$ cat src/core/rls_consts.svh
// Offsets, field positions, codes and timing for the shortcut block
`ifndef RLS_CONSTS_SVH
`define RLS_CONSTS_SVH
// Register byte offsets
`define OFF_CTRL 8'h00
`define OFF_STATUS 8'h04
`define OFF_OUT_ASSIGN 8'h08
`define OFF_PRM_SEL 8'h0c
`define OFF_PRM_DATA 8'h10
`define OFF_TABLE 8'h40
// Control register bits
`define CTRL_EDIT 0
`define CTRL_TAKE 1
`define CTRL_NEWLINE 2
`define CTRL_HOSTLINK 3
`define CTRL_DEFAULTS 4
`define CTRL_TALLY_LO 5
`define CTRL_TALLY_HI 6
`define CTRL_RESET 7'h00
// Tally polarity codes
`define TALLY_UNDEF 2'h0
`define TALLY_HIGH 2'h1
`define TALLY_LOW 2'h2
// Accessory output assign codes, 3 bits per contact
`define OA_UNDEF 3'h0
`define OA_BITS 3
// Front-panel button mask bits
`define BTN_STOP 8'h01
`define BTN_PLAY 8'h02
`define BTN_REC 8'h04
`define BTN_TOGGLE_OK 8'h06
// Modifier one-hot codes {alt, ctrl, shift}
`define MOD_NONE 3'h0
`define MOD_SHIFT 3'h1
`define MOD_CTRL 3'h2
`define MOD_ALT 3'h4
// Key codes
`define KEY_F1 8'hf1
`define KEY_F12 8'hfc
`define KEY_D0 8'h30
`define KEY_D9 8'h39
`define KEY_A 8'h41
`define KEY_Z 8'h5a
`define KEY_PRINT_LO 8'h20
`define KEY_PRINT_HI 8'h7e
`define KEY_SPACE 8'h20
`define KEY_BKSP 8'h08
`define KEY_ENTER 8'h0d
`define KEY_ESC 8'h1b
`define KEY_DEL 8'h7f
`define KEY_INS 8'h90
`define KEY_UP 8'h91
`define KEY_DOWN 8'h92
`define KEY_LEFT 8'h93
`define KEY_RIGHT 8'h94
`define KEY_HOME 8'h95
`define KEY_END 8'h96
`define KEY_LOGIC_IN 8'h80
// Debounce time and clock rate
`define DEBOUNCE_US 5000
`define CLK_MHZ 25
`endif

$ cat src/core/rls_pkg.sv
// Types shared by the shortcut block and its bench
package rls_pkg;
  typedef enum logic [2:0] {
    ACT_MOMENTARY = 3'b000, ACT_TOGGLE = 3'b001, ACT_OPEN_MENU = 3'b010,
    ACT_CYCLE = 3'b011, ACT_SET = 3'b100, ACT_TC_OPEN = 3'b101,
    ACT_TC_JAM = 3'b110, ACT_KEY_COMBO = 3'b111
  } action_e;
  typedef enum logic [1:0] {
    REC_STOP = 2'b00, REC_PLAY = 2'b01, REC_RECORD = 2'b10,
    REC_PAUSE = 2'b11
  } rec_state_e;
  typedef enum logic [3:0] {
    ED_NONE = 4'b0000, ED_INSERT = 4'b0001, ED_BACKSPACE = 4'b0010,
    ED_DELETE = 4'b0011, ED_RESET = 4'b0100, ED_NEWLINE = 4'b0101,
    ED_SAVE = 4'b0110, ED_CANCEL = 4'b0111, ED_INC = 4'b1000,
    ED_DEC = 4'b1001, ED_LEFT = 4'b1010, ED_RIGHT = 4'b1011,
    ED_HOME = 4'b1100, ED_END = 4'b1101
  } edit_op_e;
  typedef struct packed {
    logic press;
    logic [2:0] mods;
    logic [7:0] key;
  } kb_event_s;
  typedef struct packed {
    logic [7:0] value;
    logic [7:0] target;
    action_e action;
    logic [7:0] key;
    logic [2:0] mods;
    logic en;
  } sc_entry_s;
  typedef struct packed {
    action_e action;
    logic [7:0] target;
    logic [7:0] value;
  } act_s;
  typedef struct packed {
    logic [3:0] idx;
    logic [7:0] value;
  } persist_s;
  typedef struct packed {
    edit_op_e op;
    logic [7:0] ch;
  } edit_s;
endpackage : rls_pkg

$ cat src/core/remote_logic_shortcut_io.sv
// Shortcut table, logic input, record tally and accessory contacts
//
// The register offsets and register access over Wishbone were chosen for this implementation.
`timescale 1ns/1ns
`include "rls_consts.svh"

// Behaviour
// - Duplicate key in several entries: only the lowest-numbered entry acts.
// - F-keys alone or with one modifier; digits, letters only with Ctrl/Alt.
// - Toggle action flips its key state; allowed only for play and record.
// - Momentary action mimics the front-panel button in any screen.
// - Cycle action steps a setup parameter to its next value and saves.
// - Set action loads the entry's fixed value into a parameter and saves.
// - Key-combo action presses several front-panel buttons at once.
// - Rear logic input pulled low triggers its assigned function.
// - After configuration reset the rear logic input records.
// - Tally high or low while recording by polarity; undefined when unset.
// - Six accessory contacts, each assignable to actions or transport.
// - Each contact independently works as input or as output.
// - Contacts active low: grounded input is on; output 0 on, 1 off.
// - Input contact N acts as an extra key in the shortcut table.
// - Output contact shows stop, play, record, pause, or is unassigned.
// - A contact assigned both ways acts only as an output.
// - Host-software link mode disables the accessory port.
// - Editing: printable chars insert; take field digits insert, letters space.
// - Backspace deletes before cursor; delete removes char or resets take.
// - Enter inserts line break if allowed, else saves; Ctrl+Enter saves.
// - Up/down step the character, left/right move the cursor.
// - Escape cancels; home and end jump to string ends.
module remote_logic_shortcut_io #(
  parameter int NSC = 8,
  parameter int NPARAM = 16,
  parameter int NCONTACT = 6,
  parameter int DEB_CYC = `DEBOUNCE_US * `CLK_MHZ
) (
  // Clock and reset
  input wire logic clk_i,
  input wire logic rst_i,
  // Wishbone slave
  input wire logic [7:0] adr_i,
  input wire logic [31:0] dat_i,
  output logic [31:0] dat_o,
  input wire logic we_i,
  input wire logic [3:0] sel_i,
  input wire logic cyc_i,
  input wire logic stb_i,
  output logic ack_o,
  // Keyboard events
  input wire logic kb_valid_i,
  input wire rls_pkg::kb_event_s kb_i,
  // Rear logic input and tally
  input wire logic logic_in_n_i,
  output logic tally_o,
  // Accessory contacts
  input wire logic [NCONTACT-1:0] contact_n_i,
  output logic [NCONTACT-1:0] contact_n_o,
  output logic [NCONTACT-1:0] contact_oe_o,
  // Recorder state
  input wire rls_pkg::rec_state_e rec_state_i,
  // Actions toward the recorder
  output logic [7:0] buttons_o,
  output logic act_valid_o,
  output rls_pkg::act_s act_o,
  output logic persist_valid_o,
  output rls_pkg::persist_s persist_o,
  output logic edit_valid_o,
  output rls_pkg::edit_s edit_o
);
  localparam int NSRC = NCONTACT + 1;
  localparam int CW = $clog2(DEB_CYC + 1);
  localparam logic [CW-1:0] DEB_LAST = CW'(DEB_CYC - 1);

  // Byte-lane merge for bus writes
  function automatic logic [31:0] merge(input logic [31:0] old,
                                        input logic [31:0] nw,
                                        input logic [3:0] sel);
    logic [31:0] r;
    r = old;
    for (int b = 0; b < 4; b++) begin
      if (sel[b]) r[b*8 +: 8] = nw[b*8 +: 8];
    end
    return r;
  endfunction : merge

  // Legal key and modifier pairs
  function automatic logic key_ok(input logic [2:0] m, input logic [7:0] k);
    logic fk, dl, one;
    fk = (k >= `KEY_F1) && (k <= `KEY_F12);
    dl = ((k >= `KEY_D0) && (k <= `KEY_D9)) ||
         ((k >= `KEY_A) && (k <= `KEY_Z));
    one = (m == `MOD_NONE) || (m == `MOD_SHIFT) || (m == `MOD_CTRL) ||
          (m == `MOD_ALT);
    if (fk) return one;
    if (dl) return (m == `MOD_CTRL) || (m == `MOD_ALT);
    return (m == `MOD_NONE) && (k >= `KEY_LOGIC_IN) &&
           (k < `KEY_LOGIC_IN + 8'(NSRC));
  endfunction : key_ok

  // Factory table: entry 0 maps the rear input to record
  function automatic rls_pkg::sc_entry_s dflt(input int i);
    rls_pkg::sc_entry_s e;
    e = '0;
    if (i == 0) begin
      e.en = 1'b1;
      e.key = `KEY_LOGIC_IN;
      e.action = rls_pkg::ACT_MOMENTARY;
      e.target = `BTN_REC;
    end
    return e;
  endfunction : dflt

  logic [6:0] ctrl_r;
  logic [31:0] oa_r;
  logic [3:0] psel_r;
  rls_pkg::sc_entry_s tab_r [NSC];
  logic [7:0] prm_r [NPARAM];
  logic [7:0] lim_r [NPARAM];
  logic [NSRC-1:0] s1_r, s2_r, stable_r, pend_p_r, pend_r_r;
  logic [CW-1:0] cnt_r [NSRC];
  logic [7:0] hold_r, tog_r;
  logic bus_go, wr_go, defaults;
  logic [NSRC-1:0] src_ok, fall, rise, served;
  logic ev_valid, ev_press, hit;
  logic [2:0] ev_mods;
  logic [7:0] ev_key;
  rls_pkg::sc_entry_s ent;
  logic [7:0] pval;

  assign bus_go = cyc_i && stb_i && !ack_o;
  assign wr_go = bus_go && we_i;
  assign defaults = wr_go && (adr_i == `OFF_CTRL) && sel_i[0] &&
                    dat_i[`CTRL_DEFAULTS];

  // Bus handshake: ack one cycle after the strobe, dropped next cycle
  always_ff @(posedge clk_i) begin
    if (rst_i) ack_o <= 1'b0;
    else ack_o <= bus_go;
  end

  // Control, output assignment and parameter select registers
  always_ff @(posedge clk_i) begin
    if (rst_i) begin
      ctrl_r <= `CTRL_RESET;
      oa_r <= '0;
      psel_r <= '0;
    end else if (wr_go) begin
      case (adr_i)
        `OFF_CTRL: ctrl_r <= 7'(merge(32'(ctrl_r), dat_i, sel_i)) &
                             ~(7'h1 << `CTRL_DEFAULTS);
        `OFF_OUT_ASSIGN: oa_r <= merge(oa_r, dat_i, sel_i);
        `OFF_PRM_SEL: psel_r <= 4'(merge(32'(psel_r), dat_i, sel_i));
        default: ;
      endcase
    end
  end

  // Shortcut table; the defaults strobe reloads factory entries
  always_ff @(posedge clk_i) begin
    for (int i = 0; i < NSC; i++) begin
      if (rst_i || defaults) tab_r[i] <= dflt(i);
      else if (wr_go && (adr_i == `OFF_TABLE + 8'(4 * i)))
        tab_r[i] <= 31'(merge(32'(tab_r[i]), dat_i, sel_i));
    end
  end

  // Read mux; unmapped addresses read zero
  always_ff @(posedge clk_i) begin
    if (rst_i) dat_o <= '0;
    else if (bus_go && !we_i) begin
      dat_o <= '0;
      case (adr_i)
        `OFF_CTRL: dat_o <= 32'(ctrl_r);
        `OFF_STATUS: dat_o <= {6'h00, rec_state_i, tog_r, hold_r, 1'b0,
                               stable_r};
        `OFF_OUT_ASSIGN: dat_o <= oa_r;
        `OFF_PRM_SEL: dat_o <= 32'(psel_r);
        `OFF_PRM_DATA: dat_o <= {16'h0000, lim_r[psel_r], prm_r[psel_r]};
        default: begin
          for (int i = 0; i < NSC; i++) begin
            if (adr_i == `OFF_TABLE + 8'(4 * i)) dat_o <= 32'(tab_r[i]);
          end
        end
      endcase
    end
  end

  // Two-stage synchroniser, idle high since inputs are active low
  always_ff @(posedge clk_i) begin
    if (rst_i) begin
      s1_r <= '1;
      s2_r <= '1;
    end else begin
      s1_r <= {contact_n_i, logic_in_n_i};
      s2_r <= s1_r;
    end
  end

  // Debounce: level must hold for the full window before it counts
  always_ff @(posedge clk_i) begin
    for (int i = 0; i < NSRC; i++) begin
      if (rst_i) begin
        stable_r[i] <= 1'b1;
        cnt_r[i] <= '0;
      end else if (s2_r[i] == stable_r[i]) cnt_r[i] <= '0;
      else if (cnt_r[i] == DEB_LAST) begin
        stable_r[i] <= s2_r[i];
        cnt_r[i] <= '0;
      end else cnt_r[i] <= cnt_r[i] + 1'b1;
    end
  end

  // Edge detection and which sources may feed the table
  always_comb begin
    src_ok[0] = 1'b1;
    for (int i = 1; i < NSRC; i++) begin
      src_ok[i] = !ctrl_r[`CTRL_HOSTLINK] &&
                  (oa_r[(i-1)*`OA_BITS +: `OA_BITS] == `OA_UNDEF);
    end
    for (int i = 0; i < NSRC; i++) begin
      fall[i] = 1'b0;
      rise[i] = 1'b0;
      if (s2_r[i] != stable_r[i] && cnt_r[i] == DEB_LAST) begin
        fall[i] = !s2_r[i];
        rise[i] = s2_r[i];
      end
    end
  end

  // Event pick: keyboard first, then lowest pending source, rear input before contacts
  always_comb begin
    ev_valid = 1'b0;
    ev_press = 1'b0;
    ev_mods = `MOD_NONE;
    ev_key = 8'h00;
    served = '0;
    if (kb_valid_i && !ctrl_r[`CTRL_EDIT]) begin
      ev_valid = 1'b1;
      ev_press = kb_i.press;
      ev_mods = kb_i.mods;
      ev_key = kb_i.key;
    end else begin
      for (int i = NSRC - 1; i >= 0; i--) begin
        if (pend_p_r[i] || pend_r_r[i]) begin
          served = '0;
          served[i] = 1'b1;
        end
      end
      for (int i = 0; i < NSRC; i++) begin
        if (served[i]) begin
          ev_valid = 1'b1;
          ev_press = pend_p_r[i];
          ev_key = `KEY_LOGIC_IN + 8'(i);
        end
      end
    end
  end

  // Pending edges; a new edge beats the clear of the one being served
  always_ff @(posedge clk_i) begin
    if (rst_i) begin
      pend_p_r <= '0;
      pend_r_r <= '0;
    end else begin
      pend_p_r <= ((pend_p_r & ~served) | fall) & src_ok;
      pend_r_r <= ((pend_r_r & ~(served & ~pend_p_r)) | rise) & src_ok;
    end
  end

  // Lowest matching entry wins, scanned from the top down
  always_comb begin
    hit = 1'b0;
    ent = '0;
    for (int i = NSC - 1; i >= 0; i--) begin
      if (ev_valid && tab_r[i].en && tab_r[i].key == ev_key &&
          tab_r[i].mods == ev_mods && key_ok(ev_mods, ev_key)) begin
        hit = 1'b1;
        ent = tab_r[i];
      end
    end
    pval = (prm_r[ent.target[3:0]] >= lim_r[ent.target[3:0]]) ? 8'h00 :
           prm_r[ent.target[3:0]] + 8'h01;
  end

  // Held and toggled front-panel buttons
  always_ff @(posedge clk_i) begin
    if (rst_i || defaults) begin
      hold_r <= '0;
      tog_r <= '0;
    end else if (hit) begin
      case (ent.action)
        rls_pkg::ACT_MOMENTARY, rls_pkg::ACT_KEY_COMBO: begin
          if (ev_press) hold_r <= hold_r | ent.target;
          else hold_r <= hold_r & ~ent.target;
        end
        rls_pkg::ACT_TOGGLE: begin
          if (ev_press) tog_r <= tog_r ^ (ent.target & `BTN_TOGGLE_OK);
        end
        default: ;
      endcase
    end
  end

  // Outputs mirror held and toggled buttons; no menu dependence
  always_ff @(posedge clk_i) begin
    if (rst_i) buttons_o <= '0;
    else buttons_o <= hold_r | tog_r;
  end

  // Setup parameter store, cycled, set, or written over the bus
  always_ff @(posedge clk_i) begin
    for (int i = 0; i < NPARAM; i++) begin
      if (rst_i) begin
        prm_r[i] <= '0;
        lim_r[i] <= '0;
      end else if (hit && ev_press && ent.target[3:0] == 4'(i) &&
                   ent.action == rls_pkg::ACT_CYCLE)
        prm_r[i] <= pval;
      else if (hit && ev_press && ent.target[3:0] == 4'(i) &&
               ent.action == rls_pkg::ACT_SET)
        prm_r[i] <= ent.value;
      else if (wr_go && adr_i == `OFF_PRM_DATA && psel_r == 4'(i)) begin
        if (sel_i[0]) prm_r[i] <= dat_i[7:0];
        if (sel_i[1]) lim_r[i] <= dat_i[15:8];
      end
    end
  end

  // Save pulse after a cycle or set, carrying the stored value
  always_ff @(posedge clk_i) begin
    if (rst_i) begin
      persist_valid_o <= 1'b0;
      persist_o <= '0;
    end else begin
      persist_valid_o <= hit && ev_press &&
                         (ent.action == rls_pkg::ACT_CYCLE ||
                          ent.action == rls_pkg::ACT_SET);
      persist_o.idx <= ent.target[3:0];
      persist_o.value <= (ent.action == rls_pkg::ACT_CYCLE) ? pval :
                         ent.value;
    end
  end

  // Every matched press is also reported for menu-side actions
  always_ff @(posedge clk_i) begin
    if (rst_i) begin
      act_valid_o <= 1'b0;
      act_o <= '0;
    end else begin
      act_valid_o <= hit && ev_press;
      act_o <= {ent.action, ent.target, ent.value};
    end
  end

  // String editor keys, only while editing is on
  always_ff @(posedge clk_i) begin
    if (rst_i) begin
      edit_valid_o <= 1'b0;
      edit_o <= '0;
    end else begin
      edit_valid_o <= kb_valid_i && kb_i.press && ctrl_r[`CTRL_EDIT];
      edit_o.ch <= kb_i.key;
      case (kb_i.key)
        `KEY_BKSP: edit_o.op <= rls_pkg::ED_BACKSPACE;
        `KEY_DEL: edit_o.op <= ctrl_r[`CTRL_TAKE] ? rls_pkg::ED_RESET :
                               rls_pkg::ED_DELETE;
        `KEY_ENTER: begin
          if (kb_i.mods == `MOD_CTRL || !ctrl_r[`CTRL_NEWLINE])
            edit_o.op <= rls_pkg::ED_SAVE;
          else edit_o.op <= rls_pkg::ED_NEWLINE;
        end
        `KEY_INS: begin
          edit_o.op <= rls_pkg::ED_INSERT;
          edit_o.ch <= `KEY_SPACE;
        end
        `KEY_ESC: edit_o.op <= rls_pkg::ED_CANCEL;
        `KEY_UP: edit_o.op <= rls_pkg::ED_INC;
        `KEY_DOWN: edit_o.op <= rls_pkg::ED_DEC;
        `KEY_LEFT: edit_o.op <= rls_pkg::ED_LEFT;
        `KEY_RIGHT: edit_o.op <= rls_pkg::ED_RIGHT;
        `KEY_HOME: edit_o.op <= rls_pkg::ED_HOME;
        `KEY_END: edit_o.op <= rls_pkg::ED_END;
        default: begin
          edit_o.op <= rls_pkg::ED_NONE;
          if (kb_i.key >= `KEY_PRINT_LO && kb_i.key <= `KEY_PRINT_HI) begin
            if (!ctrl_r[`CTRL_TAKE]) edit_o.op <= rls_pkg::ED_INSERT;
            else if (kb_i.key >= `KEY_D0 && kb_i.key <= `KEY_D9)
              edit_o.op <= rls_pkg::ED_INSERT;
            else if (kb_i.key >= `KEY_A && kb_i.key <= `KEY_Z) begin
              edit_o.op <= rls_pkg::ED_INSERT;
              edit_o.ch <= `KEY_SPACE;
            end
          end
        end
      endcase
    end
  end

  // Contact drivers: on pulls low, off drives high, inputs float
  always_ff @(posedge clk_i) begin
    for (int i = 0; i < NCONTACT; i++) begin
      if (rst_i) begin
        contact_n_o[i] <= 1'b1;
        contact_oe_o[i] <= 1'b0;
      end else begin
        contact_oe_o[i] <= !ctrl_r[`CTRL_HOSTLINK] &&
                           oa_r[i*`OA_BITS +: `OA_BITS] != `OA_UNDEF;
        contact_n_o[i] <= oa_r[i*`OA_BITS +: `OA_BITS] !=
                          {1'b0, rec_state_i} + 3'h1;
      end
    end
  end

  // Tally; unassigned polarity is held low by choice
  always_ff @(posedge clk_i) begin
    if (rst_i) tally_o <= 1'b0;
    else begin
      case (ctrl_r[`CTRL_TALLY_HI:`CTRL_TALLY_LO])
        `TALLY_HIGH: tally_o <= rec_state_i == rls_pkg::REC_RECORD;
        `TALLY_LOW: tally_o <= rec_state_i != rls_pkg::REC_RECORD;
        default: tally_o <= 1'b0;
      endcase
    end
  end
endmodule : remote_logic_shortcut_io

$ cat config.mk
export PLATFORM = sky130hd
export DESIGN_NAME = remote_logic_shortcut_io
export DESIGN_NICKNAME = d
export VERILOG_FILES = /design/src/core/rls_pkg.sv /design/src/core/remote_logic_shortcut_io.sv
export VERILOG_INCLUDE_DIRS = /design/src /design/src/core
export SDC_FILE = /design/constraint.sdc
export NUM_CORES = 2
export LEC_CHECK = 0
export ABC_CLOCK_PERIOD_IN_PS = 15100
export BUFFER_PORTS_ARGS = -buffer_cell sky130_fd_sc_hd__buf_2
export CAP_MARGIN = 10
export CORE_MARGIN = 5
export CORE_UTILIZATION = 40
export CTS_BUF_LIST = sky130_fd_sc_hd__clkbuf_2 sky130_fd_sc_hd__clkbuf_4 sky130_fd_sc_hd__clkbuf_8
export DETAILED_ROUTE_END_ITERATION = 10
export PLACE_DENSITY_LB_ADDON = 0.3
export SYNTH_ARGS = -nofsm -noshare
export SYNTH_HDL_FRONTEND = slang
export SYNTH_SLANG_ARGS = --single-unit
$ cat constraint.sdc
create_clock -name clk_i -period 15.1 [get_ports clk_i]
set_input_delay 2.265 -clock clk_i [delete_from_list [all_inputs] [get_ports clk_i]]
set_output_delay 2.265 -clock clk_i [all_outputs]
set_load 0.05 [all_outputs]
==> results.md <==
- Status: finished, final reports clean
- CTS H-tree lvls: 4
- Die H: 349.8 um
- Cell area power density: 98.64 nW/um^2
- CP arrival: 11.45 ns
- Area growth, synth to finish: 13.00%
- Worst Tran Pin Value: 1.283 ns
- Cell Area, Synth: 46170 um^2
- Final setup vio count: 0
- Final wirelength: 188700 um
- Gate power share: 0.068
- #FFs+latches synth: 810
- CTS tree: built
- DR pass1 iterations: 6
- Pwr Total: 5147 uW
- Total global routing overflow: 0
- Share of power burned in registers: 0.493
- Sink Count: 810
- Area of the multi-input gates: 22790 um^2
- Placed Instances: 6209
- Xor and xnor area share after synthesis: 0.03257
- Clock group share of total power: 0.439
- Distinct cells, synth: 119
- P_sw: 1334 uW
- Global Route met2 Usage: 0.4500
- Syn Inst Count: 4629
- Layout cell share with drive strength beyond 1: 0.1528
- Clock Tree Root: clkbuf_8
- Hold WS: 0.4102 ns
- Fin Setup TNS: 0 ns
- Post-synthesis mux area share: 0.06642
- Slew Limit Fails: 0
- Initial core utilization: 0.4033
- Fmax: 0.09317 GHz
- Core area: 114500 um^2
- Most Crowded Layer GR: met2
- # port buffers: 170
- DRT iter0 DRCs: 5706
- Slew HR: 0.1389
- GPL Wtd Cong: 1.033
- Initial antenna violation count: 17
- Number of synthesized flops with an enable pin: 623
- First-pass GRT wire length: 270300 um
- Post-synthesis sequential area ratio: 0.4862
- # rows: 124
- Die ar.: 122300 um^2
- I/O Pins: 171
- Final core utilization: 0.4557
- CP required: 15.82 ns
- Switching part of the total: 0.2591
- Total Nets Final: 4935
- Max Root-Sink Buffers: 3
- Adder-Cell Fraction of Synth Area: 0.004878
- Min Tclk post-route: 10.73 ns
- Wire per inst: 29.08 um
- Largest net degree at the start of global routing: 65
- Yosys Warn Count: 0
- Fin cells: 6491
- Hold Buf Count CTS: 0
- # Post-CTS Setup Buffers: 0
- Post-DP HPWL: 136000 um
- Post_cts resized: 0
- Maximum VDD drop: 0.07443 mV
- Startpoint Class: input port
- Inserted Clock Buffers: 146
- Vias in the first global route: 38500
- Routed Antenna Nets: 0
- Met1 usage: 0.4141
- Avg Cell Area, Syn: 9.975 um^2
- CP Capture Type: flop
- Met3 GRT Util: 0.07548
- Vias: 40740
- Internal: 3813 uW
- Post-synthesis simple-gate area fraction: 0.2241
- Final period utilization: 0.7108
- Register Area: 22460 um^2
- Synth Area in Compound Gates: 0.1513
- Overall routing resource usage: 0.2998
- Vias per inst: 6.277
- Most used DFF post-synth: edfxtp_1
- Leak: 0.01827 uW
- Setup CP Type: input port to flop
- Slowest CP cell: nor2_2
- DR DRC count: 0
- Worst-skew pair later-pin latency: 0.88 ns
- RSZ-0062 raised after global routing: false
- Die width: 349.8 um
- Hold Vio Cnt, Final: 0
- Max stage delay on crit path: 0.95 ns
- Number of max-cap violations: 0
- Crit Path Max Fanout: 58
- Combinational family with the most area after synthesis: simple AND/OR/NAND/NOR gates
- Clock transition at path regs: 0.06 ns
- Async SR Flop Fraction: 0
- HP Class: flop to flop
- Fillcell total: 10860
- Clock skew: 0.05534 ns
kinds of logic after synthesis:
kind of cell | after synthesis
buffers and inverters | 386
adders and majority gates | 18
and+or+nand+nor | 2059
DFF | 810
AOI/OAI and AO/OA | 980
other | 1
muxes | 205
xor gates and xnor gates | 170
sequential cells by signal, summed over array words and instances, names as in the netlist, 2 cells and up, named ones only:
signal,count
dat_o,32
psel_r,4
persist_o,11
lim_r,128
ctrl_r,6
buttons_o,8
oa_r,32
prm_r,128
cnt_r,119
edit_o,12
tab_r,248
contact_n_o,6
s2_r,7
tog_r,2
contact_oe_o,6
pend_r_r,7
act_o,16
stable_r,7
s1_r,7
pend_p_r,7
area by class of cell:
| class | count | share of cell area |
|---|---|---|
| clock inverter | 48 | 0.008585 |
| multi-input combinational | 3551 | 0.4367 |
| clock buffer | 222 | 0.05160 |
| tap | 1512 | 0.03626 |
| sequential | 810 | 0.4304 |
| inverter | 63 | 0.004532 |
| timing repair buffer | 274 | 0.03134 |
| antenna | 11 | 0.0005276 |
worst paths after layout:
path / startpoint / endpoint / slack (ns) / cells past startpoint
worst max-delay path: kb_valid_i / prm_r[8][2] / 4.37 / 29
worst min-delay path: s1_r[0] / s2_r[0] / 0.41 / 1
worst max register to register: ctrl_r[0] / prm_r[8][2] / 5.53 / 29
worst min register to register: s1_r[0] / s2_r[0] / 0.41 / 1
worst max-delay path: cells and delay by family:
kind | cells | cell delay (ns)
adder cells (fa/ha/maj) | 1 | 0.27
multiplexers | 1 | 0.38
AO/OA/AOI/OAI | 12 | 3.35
buffers and inverters | 4 | 1.52
AND/OR/NAND/NOR | 11 | 3.51
through the flow:
stage                     setup slack [ns]  instance area (um^2)
after floorplan                      6.011                 46620
after global placement               3.830                 49000
after detailed placement             3.786                 49000
after CTS                            4.697                 52150
after global routing                 4.002                 52170
final                                4.367                 52180
power by group through the flow:
stage	combinational, uW	clock [uW]	sequential, uW
final	351	2260	2540
after global routing	369	2390	2540
after CTS	341	2290	2530
after detailed placement	340	0	2580
after global placement	339	0	2580
after floorplan	188	0	2570
layer usage:
| metal | up-vias | routed length [um] |
|---|---|---|
| li1 | 17580 | - |
| met1 | 20060 | 76430 |
| met2 | 2665 | 81280 |
| met3 | 434 | 22000 |
| met4 | 4 | 8882 |
| met5 | - | 143 |
Yosys cell counts, types with 28 or more instances:
master,count,share of area
a211oi_1,29,0.0047
or2_2,31,0.0042
edfxtp_1,623,0.41
xor2_1,86,0.016
o221ai_1,98,0.019
mux2_2,34,0.0083
o21ai_0,189,0.020
nand4_1,60,0.0081
a22oi_1,85,0.014
buf_1,28,0.0023
nor2_1,423,0.034
and3_1,39,0.0053
nand2_1,613,0.050
a31oi_1,50,0.0068
nand2b_1,38,0.0051
nor4_1,35,0.0047
mux2i_1,93,0.020
mux4_2,75,0.037
buf_2,37,0.0040
clkbuf_1,240,0.020
nor3_1,67,0.0073
inv_1,61,0.0050
xnor2_1,82,0.016
a21oi_1,174,0.019
nand3_1,169,0.018
dfxtp_1,187,0.081
o211ai_1,28,0.0046
a221oi_1,47,0.0089
and2_1,400,0.054
o21ai_1,28,0.0030
layout by cell type, fill, tap and decap left out, drive strengths merged, types with 93 or more instances in the layout:
cell type,count
edfxtp,623
nor2,423
nand2,613
mux2i,93
and2,402
nand3,172
o21ai,217
clkbuf,222
a21oi,174
dfxtp,187
o221ai,100
buf,274
conb,119
Note: power is estimated with default switching activity, not from simulation.
